$ cat src/rtl/fbwp_cfg.svh
// Constants of the flash block write protection logic.
`ifndef FBWP_CFG_SVH
`define FBWP_CFG_SVH

`define FBWP_OP_WRITE_ENABLE_CMD      8'h06
`define FBWP_OP_WRDI      8'h04
`define FBWP_OP_STATUS_WRITE_CMD      8'h01
`define FBWP_OP_RDSR      8'h05
`define FBWP_OP_RDFR      8'h48
`define FBWP_OP_WRFR      8'h42
`define FBWP_OP_CER_A     8'hc7
`define FBWP_OP_CER_B     8'h60
`define FBWP_OP_VOLATILE_READ_PARAM_SET_CMD_NWE  8'hc0
`define FBWP_OP_VOLATILE_BANK_REG_WRITE_CMD_NWE 8'h17
`define FBWP_OP_RSTEN     8'h66
`define FBWP_OP_RST       8'h99
`define FBWP_OP_SUSP      8'h75
`define FBWP_OP_PP        8'h02
`define FBWP_OP_PP4       8'h12
`define FBWP_OP_PPQ       8'h32
`define FBWP_OP_PPQ4      8'h34
`define FBWP_OP_PPQIO     8'h38
`define FBWP_OP_PPQIO4    8'h3e
`define FBWP_OP_SER_A     8'hd7
`define FBWP_OP_SER_B     8'h20
`define FBWP_OP_SER4      8'h21
`define FBWP_OP_BER32     8'h52
`define FBWP_OP_BER32_4   8'h5c
`define FBWP_OP_BER64     8'hd8
`define FBWP_OP_BER64_4   8'hdc

// Status byte layout.
`define FBWP_SR_WIP   0
`define FBWP_SR_WEL   1
`define FBWP_SR_BP0   2
`define FBWP_SR_BP3   5
`define FBWP_SR_QE    6
`define FBWP_SR_STATUS_WRITE_LOCK  7
// Function register bit holding the region select.
`define FBWP_FR_TBS   1

// Address and block geometry.
`define FBWP_SH64     16
`define FBWP_SH256    18
`define FBWP_IDX_W    12
`define FBWP_LVL_ALL  4'hf
`define FBWP_LVL_TOP2 2'h3
`define FBWP_LVL_MAX256 4'hb

// Busy time of an accepted program or erase, in cycles.
`define FBWP_BUSY_CYC 16'h0040

`endif

$ cat src/rtl/fbwp_pkg.sv
// Types of the flash block write protection logic.
package fbwp_pkg;
   typedef enum logic [2:0] {
      FBWP_CLS_OTHER,
      FBWP_CLS_PROG,
      FBWP_CLS_SECT,
      FBWP_CLS_CHIP,
      FBWP_CLS_STATUS_WRITE_CMD,
      FBWP_CLS_WRFR,
      FBWP_CLS_NOWEL
   } fbwp_cls_t;
endpackage

$ cat src/rtl/fbwp_classify.sv
// Opcode classifier for write protection decisions.
`timescale 1ns/1ps
`include "fbwp_cfg.svh"
module fbwp_classify
   import fbwp_pkg::*;
(
   // Opcode
   input  wire logic [7:0]  opcode,
   // Class and busy-pass flag
   output fbwp_cls_t        cls,
   output logic             busy_ok
);
   always_comb begin
      unique case (opcode)
         `FBWP_OP_PP, `FBWP_OP_PP4, `FBWP_OP_PPQ, `FBWP_OP_PPQ4,
         `FBWP_OP_PPQIO, `FBWP_OP_PPQIO4:
            cls = FBWP_CLS_PROG;
         `FBWP_OP_SER_A, `FBWP_OP_SER_B, `FBWP_OP_SER4, `FBWP_OP_BER32,
         `FBWP_OP_BER32_4, `FBWP_OP_BER64, `FBWP_OP_BER64_4:
            cls = FBWP_CLS_SECT;
         `FBWP_OP_CER_A, `FBWP_OP_CER_B:
            cls = FBWP_CLS_CHIP;
         `FBWP_OP_STATUS_WRITE_CMD:
            cls = FBWP_CLS_STATUS_WRITE_CMD;
         `FBWP_OP_WRFR:
            cls = FBWP_CLS_WRFR;
         `FBWP_OP_VOLATILE_READ_PARAM_SET_CMD_NWE, `FBWP_OP_VOLATILE_BANK_REG_WRITE_CMD_NWE:
            cls = FBWP_CLS_NOWEL;
         default:
            cls = FBWP_CLS_OTHER;
      endcase
      busy_ok = (opcode == `FBWP_OP_RDSR) || (opcode == `FBWP_OP_RDFR) ||
                (opcode == `FBWP_OP_RSTEN) || (opcode == `FBWP_OP_RST) ||
                (opcode == `FBWP_OP_SUSP);
   end
endmodule // fbwp_classify

$ cat src/rtl/fbwp_range.sv
// Decoder from protect level and region to a protected block range.
`timescale 1ns/1ps
`include "fbwp_cfg.svh"
module fbwp_range (
   // Protection settings
   input  wire logic [3:0]  level,
   input  wire logic        region_select,
   input  wire logic        big_blocks,
   // Range of protected block indices, inclusive
   output logic             any,
   output logic [11:0]      lo,
   output logic [11:0]      hi
);
   logic [12:0] count;
   logic [12:0] total;

   always_comb begin
      total = big_blocks ? 13'h0400 : 13'h1000;
      if (level == 4'h0) begin
         count = 13'h0000;
      end else if (!big_blocks) begin
         if (level == `FBWP_LVL_ALL) begin
            count = 13'h1000;
         end else if (level == 4'he) begin
            count = 13'h0e00;
         end else if (level == 4'hd) begin
            count = 13'h0c00;
         end else begin
            count = 13'h0001 << (level - 4'h1);
         end
      end else if (level[3:2] == `FBWP_LVL_TOP2 ||
                   level >= `FBWP_LVL_MAX256) begin
         count = 13'h0400;
      end else begin
         count = 13'h0001 << (level - 4'h1);
      end
      any = (count != 13'h0000);
      // Bottom ranges grow up from block zero with the same counts.
      if (region_select) begin
         lo = 12'h000;
         hi = 12'(count - 13'h0001);
      end else begin
         lo = 12'(total - count);
         hi = 12'(total - 13'h0001);
      end
   end
endmodule // fbwp_range

$ cat src/rtl/fbwp_top.sv
// Write protection core of a serial flash device.
//
// Behaviour
// - C0h and 17h need no write enable
// - Program or erase in protected range refused
// - Chip erase only when protect level zero
// - Lock clear: status write always allowed
// - Lock set, pin low, quad enable clear: status frozen
// - Lock set, pin high: status writable
// - Quad enable turns control pins into data
// - 64KB top codes 1-12 protect 2^(n-1)
// - 64KB codes 13,14,15 give 3072,3584,4096
// - 64KB bottom mirrors top from block zero
// - 256KB top codes 1-11 protect 2^(n-1)
// - 256KB bottom starts at block zero
// - 256KB upper bits both set: all blocks
// - Region select one-time programmable to bottom
// - Busy: only status read, function read, reset, suspend
`timescale 1ns/1ps
`include "fbwp_cfg.svh"
module fbwp_top
   import fbwp_pkg::*;
(
   // Clock and reset
   input  wire logic        clk,
   input  wire logic        sys_rst,
   // Configuration strap
   input  wire logic        big_blocks,
   // Decoded command from the serial front end
   input  wire logic        cmd_valid,
   input  wire logic [7:0]  cmd_opcode,
   input  wire logic [31:0] cmd_addr,
   input  wire logic [7:0]  cmd_data,
   // Control pins as seen at the package
   input  wire logic        wp_pin,
   input  wire logic        hold_rst_pin,
   // Command outcome
   output logic             cmd_accept,
   output logic             cmd_reject,
   output logic             array_start,
   // Status and function bits
   output logic [7:0]       status,
   output logic             region_select,
   output logic             op_in_progress,
   output logic             write_enable_latch,
   // Pin role
   output logic             wp_active_low,
   output logic             hold_rst_active_low,
   output logic             data_line_two,
   output logic             data_line_three,
   output logic             quad_pin_enable
);
   import fbwp_pkg::*;

   fbwp_cls_t   cls;
   logic        busy_ok;
   logic        rng_any;
   logic [11:0] rng_lo;
   logic [11:0] rng_hi;
   logic [11:0] blk_idx;
   logic        in_range;
   logic        status_locked;
   logic        go;
   logic        next_accept;
   logic        next_start;
   logic [3:0]  protect_level;
   logic        status_write_lock;
   logic [15:0] busy_cnt;

   fbwp_classify u_cls (
      .opcode  (cmd_opcode),
      .cls     (cls),
      .busy_ok (busy_ok)
   );

   fbwp_range u_rng (
      .level         (protect_level),
      .region_select (region_select),
      .big_blocks    (big_blocks),
      .any           (rng_any),
      .lo            (rng_lo),
      .hi            (rng_hi)
   );

   function automatic logic [11:0] block_of(input logic [31:0] a,
                                            input logic big);
      logic [31:0] s;
      s = big ? (a >> `FBWP_SH256) : (a >> `FBWP_SH64);
      return s[11:0];
   endfunction

   assign blk_idx = block_of(cmd_addr, big_blocks);
   assign in_range = rng_any && blk_idx >= rng_lo &&
                     blk_idx <= rng_hi;
   // The lock only bites while the pin is still a protect input.
   assign status_locked = status_write_lock && !wp_pin &&
                          !quad_pin_enable;
   assign go = cmd_valid && (!op_in_progress || busy_ok);

   always_comb begin
      next_accept = 1'b0;
      next_start  = 1'b0;
      if (go) begin
         unique case (cls)
            FBWP_CLS_PROG, FBWP_CLS_SECT: begin
               next_accept = write_enable_latch && !in_range;
               next_start  = next_accept;
            end
            FBWP_CLS_CHIP: begin
               next_accept = write_enable_latch &&
                             protect_level == 4'h0;
               next_start  = next_accept;
            end
            FBWP_CLS_STATUS_WRITE_CMD: begin
               next_accept = write_enable_latch && !status_locked;
               next_start  = next_accept;
            end
            FBWP_CLS_WRFR: begin
               next_accept = write_enable_latch;
               next_start  = next_accept;
            end
            FBWP_CLS_NOWEL:
               next_accept = 1'b1;
            FBWP_CLS_OTHER:
               next_accept = 1'b1;
         endcase
      end
   end

   always_ff @(posedge clk or posedge sys_rst) begin
      if (sys_rst) begin
         cmd_accept  <= 1'b0;
         cmd_reject  <= 1'b0;
         array_start <= 1'b0;
      end else begin
         cmd_accept  <= next_accept;
         cmd_reject  <= cmd_valid && !next_accept;
         array_start <= next_start;
      end
   end

   // Status register bits that the status write may change.
   always_ff @(posedge clk or posedge sys_rst) begin
      if (sys_rst) begin
         protect_level     <= 4'h0;
         quad_pin_enable   <= 1'b0;
         status_write_lock <= 1'b0;
      end else if (go && cls == FBWP_CLS_STATUS_WRITE_CMD && next_accept) begin
         protect_level     <= cmd_data[`FBWP_SR_BP3:`FBWP_SR_BP0];
         quad_pin_enable   <= cmd_data[`FBWP_SR_QE];
         status_write_lock <= cmd_data[`FBWP_SR_STATUS_WRITE_LOCK];
      end
   end

   // Region select only ever moves from top to bottom.
   always_ff @(posedge clk or posedge sys_rst) begin
      if (sys_rst) begin
         region_select <= 1'b0;
      end else if (go && cls == FBWP_CLS_WRFR && next_accept &&
                   cmd_data[`FBWP_FR_TBS]) begin
         region_select <= 1'b1;
      end
   end

   // Write enable latch: set by its command, cleared when a write starts.
   always_ff @(posedge clk or posedge sys_rst) begin
      if (sys_rst) begin
         write_enable_latch <= 1'b0;
      end else if (go && cmd_opcode == `FBWP_OP_WRITE_ENABLE_CMD) begin
         write_enable_latch <= 1'b1;
      end else if (next_start ||
                   (go && cmd_opcode == `FBWP_OP_WRDI)) begin
         write_enable_latch <= 1'b0;
      end
   end

   // Busy timer standing in for the array operation time.
   always_ff @(posedge clk or posedge sys_rst) begin
      if (sys_rst) begin
         busy_cnt       <= 16'h0000;
         op_in_progress <= 1'b0;
      end else if (next_start) begin
         busy_cnt       <= `FBWP_BUSY_CYC;
         op_in_progress <= 1'b1;
      end else if (busy_cnt != 16'h0000) begin
         busy_cnt       <= busy_cnt - 16'h0001;
         op_in_progress <= (busy_cnt != 16'h0001);
      end
   end

   always_comb begin
      status                    = 8'h00;
      status[`FBWP_SR_WIP]      = op_in_progress;
      status[`FBWP_SR_WEL]      = write_enable_latch;
      status[`FBWP_SR_BP3:`FBWP_SR_BP0] = protect_level;
      status[`FBWP_SR_QE]       = quad_pin_enable;
      status[`FBWP_SR_STATUS_WRITE_LOCK]     = status_write_lock;
   end

   // Pin roles follow the quad enable bit.
   assign wp_active_low       = !quad_pin_enable && !wp_pin;
   assign hold_rst_active_low = !quad_pin_enable && !hold_rst_pin;
   assign data_line_two       = quad_pin_enable && wp_pin;
   assign data_line_three     = quad_pin_enable && hold_rst_pin;
endmodule // fbwp_top

$ cat config.mk
export PLATFORM = sky130hd
export DESIGN_NAME = fbwp_top
export DESIGN_NICKNAME = d
export VERILOG_FILES = /design/src/rtl/fbwp_pkg.sv /design/src/rtl/fbwp_classify.sv /design/src/rtl/fbwp_range.sv /design/src/rtl/fbwp_top.sv
export VERILOG_INCLUDE_DIRS = /design/src /design/src/rtl
export SDC_FILE = /design/constraint.sdc
export NUM_CORES = 1
export LEC_CHECK = 0
export ABC_AREA = 1
export BUFFER_PORTS_ARGS = -buffer_cell sky130_fd_sc_hd__buf_4
export CAP_MARGIN = 25
export CORE_ASPECT_RATIO = 0.6
export CORE_MARGIN = 2
export CORE_UTILIZATION = 50
export CTS_BUF_LIST = sky130_fd_sc_hd__clkbuf_8
export CTS_CLUSTER_DIAMETER = 60
export DETAILED_ROUTE_END_ITERATION = 10
export PLACE_DENSITY = 0.8
export SYNTH_ARGS = -nofsm -noshare
export SYNTH_HDL_FRONTEND = slang
export SYNTH_HIERARCHICAL = 1
export SYNTH_SLANG_ARGS = --single-unit
$ cat constraint.sdc
create_clock -name clk -period 5.4 [get_ports clk]
set_input_delay 0.27 -clock clk [delete_from_list [all_inputs] [get_ports clk]]
set_output_delay 0.27 -clock clk [all_outputs]
set_load 0.02 [all_outputs]
Word-level counts from Yosys, hierarchy flattened
Cells that the tools add are included.

storage, ports and cells
  output and inout port bits = 19
  input bits = 54
  logic and storage cells = 123
  register bits after elaboration = 28

cells by class
  reductions and logical operators = 46
  shift operators = 1
  order comparisons = 3
  add/sub/neg operators = 5
  mux-type cells = 21
  equal/unequal tests = 37

operators by type and width
  operator                 count
  $mux W13                 6
  $eq A8 B7 Y1 const B     7
  $eq A8 B6 Y1 const B     6
  $eq A8 B8 Y1 const B     6
  $mux W12                 3
  $mux W16                 2
  $eq A8 B3 Y1 const B     3
  $sub A12 B1 Y12 const B  2
  $logic_and A1 B1 Y1      20
  $pmux W3 S6              1
  $eq A8 B5 Y1 const B     2
  $ne A16 B1 Y1 const B    1
  $reduce_bool A16 Y1      1
  $sub A16 B1 Y16 const B  1
  $reduce_bool A13 Y1      1
  $shl A1 B4 Y13 const A   1
  $eq A4 B4 Y1 const B     3
  $ge A12 B12 Y1           1
  $le A12 B12 Y1           1
  $sub A12 B12 Y12         1
  $mux W11                 1
  $eq A3 B3 Y1 const B     3
  $eq A8 B1 Y1 const B     1
  $eq A8 B2 Y1 const B     1
  other kinds (16)         38

Depth between registers and ports, before layout
  word-level depth = 19
  gate-level depth with buffers = 27
  gate-level depth less buffers = 26

Modules after synthesis
The synthesis kept the hierarchy.

by module, submodules not included
  module         area each (µm²)  cells an instance  sequential area each (µm²)  instances
  fbwp_top       2,334.7          331                700.7                       1
  fbwp_range     623.1            131                0.0                         1
  fbwp_classify  351.6            84                 0.0                         1

Worst setup path before layout
Ideal clock, no wire load.

  path type = register to register
  start = register region_select
  end = register protect_level[2]
  data required time = 5.282 ns
  setup time = 0.118 ns
  cell stages (with the launch flop) = 25
  data arrival time = 3.027 ns
  path buffers = 2
  clock period less this slack = 3.146 ns
  setup slack = 2.254 ns
  cell sequence = dfrtp_1 -> buf_2 -> buf_1 -> nand3_1 -> ha_1 -> nand2_1 -> nor2_1 -> nand2_1 -> nand3_1 -> nand2_1 -> inv_1 -> ha_1 -> nand2_1 -> inv_1 -> nand2_1 -> nor2_1 -> nand2_1 -> nand3_1 -> nand2_1 -> nand3_1 -> nand3_1 -> nand2_2 -> nand3_1 -> nand2_1 -> nand2_1

between the ends
  elaborated cells on any way between the ends = 11
  classes of those cells = order compare: 2; mux: 4; reduce/logical: 5

RTL lines
  element                               line              RTL
  start, declared                       fbwp_top.sv:43    output logic region_select,
  start signal, assigned                fbwp_top.sv:158   region_select <= 1'b0;
  start signal, assigned                fbwp_top.sv:161   region_select <= 1'b1;
  $mux W12                              fbwp_range.sv:39  if (region_select) begin
  named net rng_hi[8]                   fbwp_top.sv:59    logic [11:0] rng_hi;
  $le A12 B12 Y1 (not written as such)  fbwp_top.sv:94    blk_idx <= rng_hi;
  $logic_and A1 B1 Y1                   fbwp_top.sv:93    assign in_range = rng_any && blk_idx >= rng_lo &&
  $logic_not A1 Y1                      fbwp_top.sv:106   next_accept = write_enable_latch && !in_range;
  $logic_and A1 B1 Y1                   fbwp_top.sv:106
  $pmux W1 S5                           fbwp_top.sv:104   unique case (cls)
  $mux W1                               fbwp_top.sv:103   if (go) begin
  $logic_and A1 B1 Y1                   fbwp_top.sv:148   end else if (go && cls == FBWP_CLS_STATUS_WRITE_CMD && next_accept) begin
  end signal, assigned                  fbwp_top.sv:149   protect_level <= cmd_data[`FBWP_SR_BP3:`FBWP_SR_BP0];
  end, declared                         fbwp_top.sv:66    logic [3:0] protect_level;

The timed path passes the listed nets, and every way through them passes these cells.
A chain may end at the register's enable or synchronous reset.

Worst setup path in the final report
  start = register protect_level[3]
  end = register protect_level[2]

between the ends
  elaborated cells on any way between the ends = 30
  classes of those cells = add/sub: 3; order compare: 3; eq/ne: 4; shift: 1; mux: 10; reduce/logical: 9

RTL lines
  element                                   line                                RTL
  $sub A4 B1 Y4                             fbwp_range.sv:29, fbwp_range.sv:35
  $shl A1 B4 Y13                            fbwp_range.sv:29, fbwp_range.sv:35
  $mux W13                                  fbwp_range.sv:26                    end else if (level == 4'hd) begin
  $mux W13                                  fbwp_range.sv:24                    end else if (level == 4'he) begin
  $mux W13                                  fbwp_range.sv:22                    if (level == `FBWP_LVL_ALL) begin
  $mux W13                                  fbwp_range.sv:21                    end else if (!big_blocks) begin
  $mux W13 (*)                              fbwp_range.sv:19                    if (level == 4'h0) begin
  $sub A12 B1 Y12 (*)                       fbwp_range.sv:41                    hi = 12'(count - 13'h0001);
  $mux W12 (*)                              fbwp_range.sv:39
  named net rng_hi[0]                       fbwp_top.sv:59
  $le A12 B12 Y1 (not written as such) (*)  fbwp_top.sv:94
  $logic_and A1 B1 Y1 (*)                   fbwp_top.sv:93
  $logic_not A1 Y1 (*)                      fbwp_top.sv:106
  $logic_and A1 B1 Y1 (*)                   fbwp_top.sv:106
  $pmux W1 S5 (*)                           fbwp_top.sv:104
  $mux W1 (*)                               fbwp_top.sv:103
  $logic_and A1 B1 Y1 (*)                   fbwp_top.sv:148

The timed path passes the listed nets; every way through them passes the cells marked *.

==> qor.txt <==
Crit-path max FO: 11
Slowest cell on the critical path: dfrtp_1
FP Rows: 22
Status: finished clean
Critical-path cell list: nor2_2 > inv_1 > nor2_1 > nand2_1 > ha_1 > nand2_1 > nor3_1 > nand3_1 > nand2_1 > inv_1 > ha_1 > nand2_1 > inv_1 > nand2_1 > nor2_1 > nand2_1 > nand3_1 > nand2_1 > nand3_1 > nand3_1 > nand2_2 > nand3_1 > nand2_1 > nand2_1
Synth cell count leaders: nand2_1 (149), inv_1 (97), nor2_1 (68)
Clock root buffer: clkbuf_8
RSZ-0062 raised after global routing: no
F_max: 268.2 MHz
Max clock buf depth: 2
Inserted Diodes: 0
Yosys reg bits: 28
Final min period: 3.729 ns
CTS tree: done
Hold buffers post-CTS: 0
Area grow syn2layout: 16.11%
Vias in the first global route: 3057
Startpoint type of the worst setup path: flop
Ratio of cells with drive above 1 in the final layout: 15.35%
GRT Util Overall: 23.24%
Core area: 6248 um2
Worst slew pin tran: 0.8439 ns
Residual DRC: 0
Leakage: 2.131 nW
Initial antenna violation count: 0
Cell variety after synth: 37
Sequential area share after synthesis: 21.17%
# clock sinks: 28
Total wire length: 7.959 mm
DRT iter0 DRCs: 264
Final Max Slew Viols: 0
Final hold vios: 0
Worst vdd ir: 104.3 uV
Routed Antenna Nets: 0
Critical Path AT: 3.91 ns
FFs w/ async S/R, synth: 100.0%
Min-delay worst type: in -> async
Crit path kind: reg -> reg
Post_cts resized: 0
Port buffer count: 53
Clk pin slew, worst setup/hold paths: 0.10 ns
Layout Nets: 677
Yosys warnings: 6
Avg Inst Size Synth: 6.061 um2
Clock Skews: 0.004741 ns
Tcrit/Tclk final: 69.05%
Clk_lat worst skew: 0.28 ns
R2r worst-path depth: 24
Initial core utilization: 52.96%
Synth area leader: dfrtp_1
Vias per cell: 5.093
Post-synth EDFFs: 0
Ports: 73
Number of cells after detailed placement: 673
Die Ht: 67.02 um
Pwr dens: 132.9 nW/um2
Num CTS Buffers: 3
RD Place Congestion: 0.9116
Die Area: 7307 um2
FF-to-FF Start: protect_level[3]
Synth Net Count: 629
CTS HTree Levels: 1
Most common cell in the netlist: nand2_1
Non-filler instance count after layout: 677
Slew headroom: 43.74%
Avg WL per Cell: 11.76 um
Post-CTS Setup Repair Bufs: 0
Worst R2R End: protect_level[2]
Final worst setup slack: 1.671 ns
Via count: 3448
Most used DFF post-synth: dfrtp_1
Grt ovf: 0
Horiz. Die Dim: 109.0 um
Fillers: 597
Pre-CTS setup slack: 1.789 ns
CP endpoint kind: flop
DR pass1 iterations: 5
Top-area cell type share of the netlist area: 21.17%
Syn Inst Count: 546
Largest net degree at the start of global routing: 30
Required time of the worst setup path: 5.58 ns
Setup tns final: 0 ns
Detailed Place HPWL: 6.618 mm
Area contributors post-synth: dfrtp_1 (21%), nand2_1 (17%), inv_1 (11%), ha_1 (11%), nor2_1 (7.7%)
Crit path largest cell delay: 0.63 ns
R2r setup slk: 1.67 ns
Global-route wire length before repair: 13.59 mm
Final setup violation count: 0
Mapped Area: 3309 um2
Most frequent CP cell: nand2_1
Max-Cap Viols: 0
[sequential cells by signal (all words and copies together) (netlist names)]
register and flops:
array_start 1, busy_cnt 16, cmd_accept 1, cmd_reject 1
op_in_progress 1, protect_level 4, quad_pin_enable 1, region_select 1
status_write_lock 1, write_enable_latch 1
[power by group]
group          switching (mW)  total (mW)  internal (mW)
registers             0.00432       0.218          0.214
logic                  0.0711       0.123         0.0519
clock network          0.0704       0.170         0.0994
[kinds of logic after synthesis]
| group | synth area share [%] |
|---|---|
| and+or+nand+nor | 42.87 |
| buffers and inverters | 13.53 |
| AOI/OAI and AO/OA | 7.751 |
| adders and majority gates | 10.96 |
| DFF | 21.17 |
| xor gates and xnor gates | 3.705 |
[worst max path at each step]
stage | startpoint | end | depth (start not counted)
6_report | protect_level[3] | protect_level[2] | 24
5_1_grt | protect_level[3] | protect_level[2] | 25
4_1_cts | protect_level[3] | status_write_lock | 25
3_5_place_dp | protect_level[3] | protect_level[2] | 25
3_3_place_gp | protect_level[3] | protect_level[1] | 25
2_1_floorplan | region_select | protect_level[2] | 24
[area by class of cell]
| cell class | instances | area, um2 | share of cell area [%] |
|---|---|---|---|
| clock buffer | 3 | 41.29 | 1.075 |
| clock inverter | 1 | 30.03 | 0.7815 |
| inverter | 101 | 379.1 | 9.866 |
| multi-input combinational | 406 | 2161 | 56.24 |
| sequential | 28 | 700.7 | 18.24 |
| tap | 84 | 105.1 | 2.735 |
| timing repair buffer | 54 | 425.4 | 11.07 |
[critical path: cells and delay by family, from the launching register on]
| kind | cells | cell delay (ns) |
|---|---|---|
| adders and majority gates | 2 | 0.47 |
| and+or+nand+nor | 19 | 2.30 |
| DFF | 1 | 0.63 |
| buffers and inverters | 3 | 0.19 |
[layer usage]
layer  vias up  track usage [%]  wire (um)
met2       104            36.02       3287
met3         6            4.305        644
met5         -                0          0
met4         0            1.923         27
met1      1535            34.56       4000
li1       1803                -          -
[cell usage in the layout, fill, tap and decap left out]
cell type,count
a21boi_1,1
o21ai_2,1
nand3_1,32
a21oi_1,24
or2_1,1
o31ai_1,1
or2_0,1
o21ai_0,13
xor2_1,9
nand2_1,149
nand3_2,5
nor3_1,20
a211oi_1,1
nand2_2,5
xnor2_1,5
o21a_1,1
nor2_2,11
nor2_1,68
a21boi_0,1
nor2_4,4
nand4_1,13
dfrtp_1,28
a21o_1,1
clkbuf_8,3
or2_2,1
inv_1,97
o211ai_1,1
buf_16,1
ha_1,29
inv_2,4
buf_4,53
nand3b_1,3
bufinv_16,1
nor3_2,2
o21ai_1,2
nor4_1,1
[through the flow]
step	cell area (um2)	hold WS (ns)	utilization (%)	power [mW]
global placement	3744	0.5004	59.91	0.3380
floorplan	3309	0.3354	-	0.2970
CTS	3842	0.01926	61.49	0.5125
global route	3842	0.04316	61.49	0.5383
finish	3842	0.008402	61.49	0.5107
detailed placement	3771	0.3332	60.35	0.3442
No activity file was read; power rests on OpenSTA's default activity.
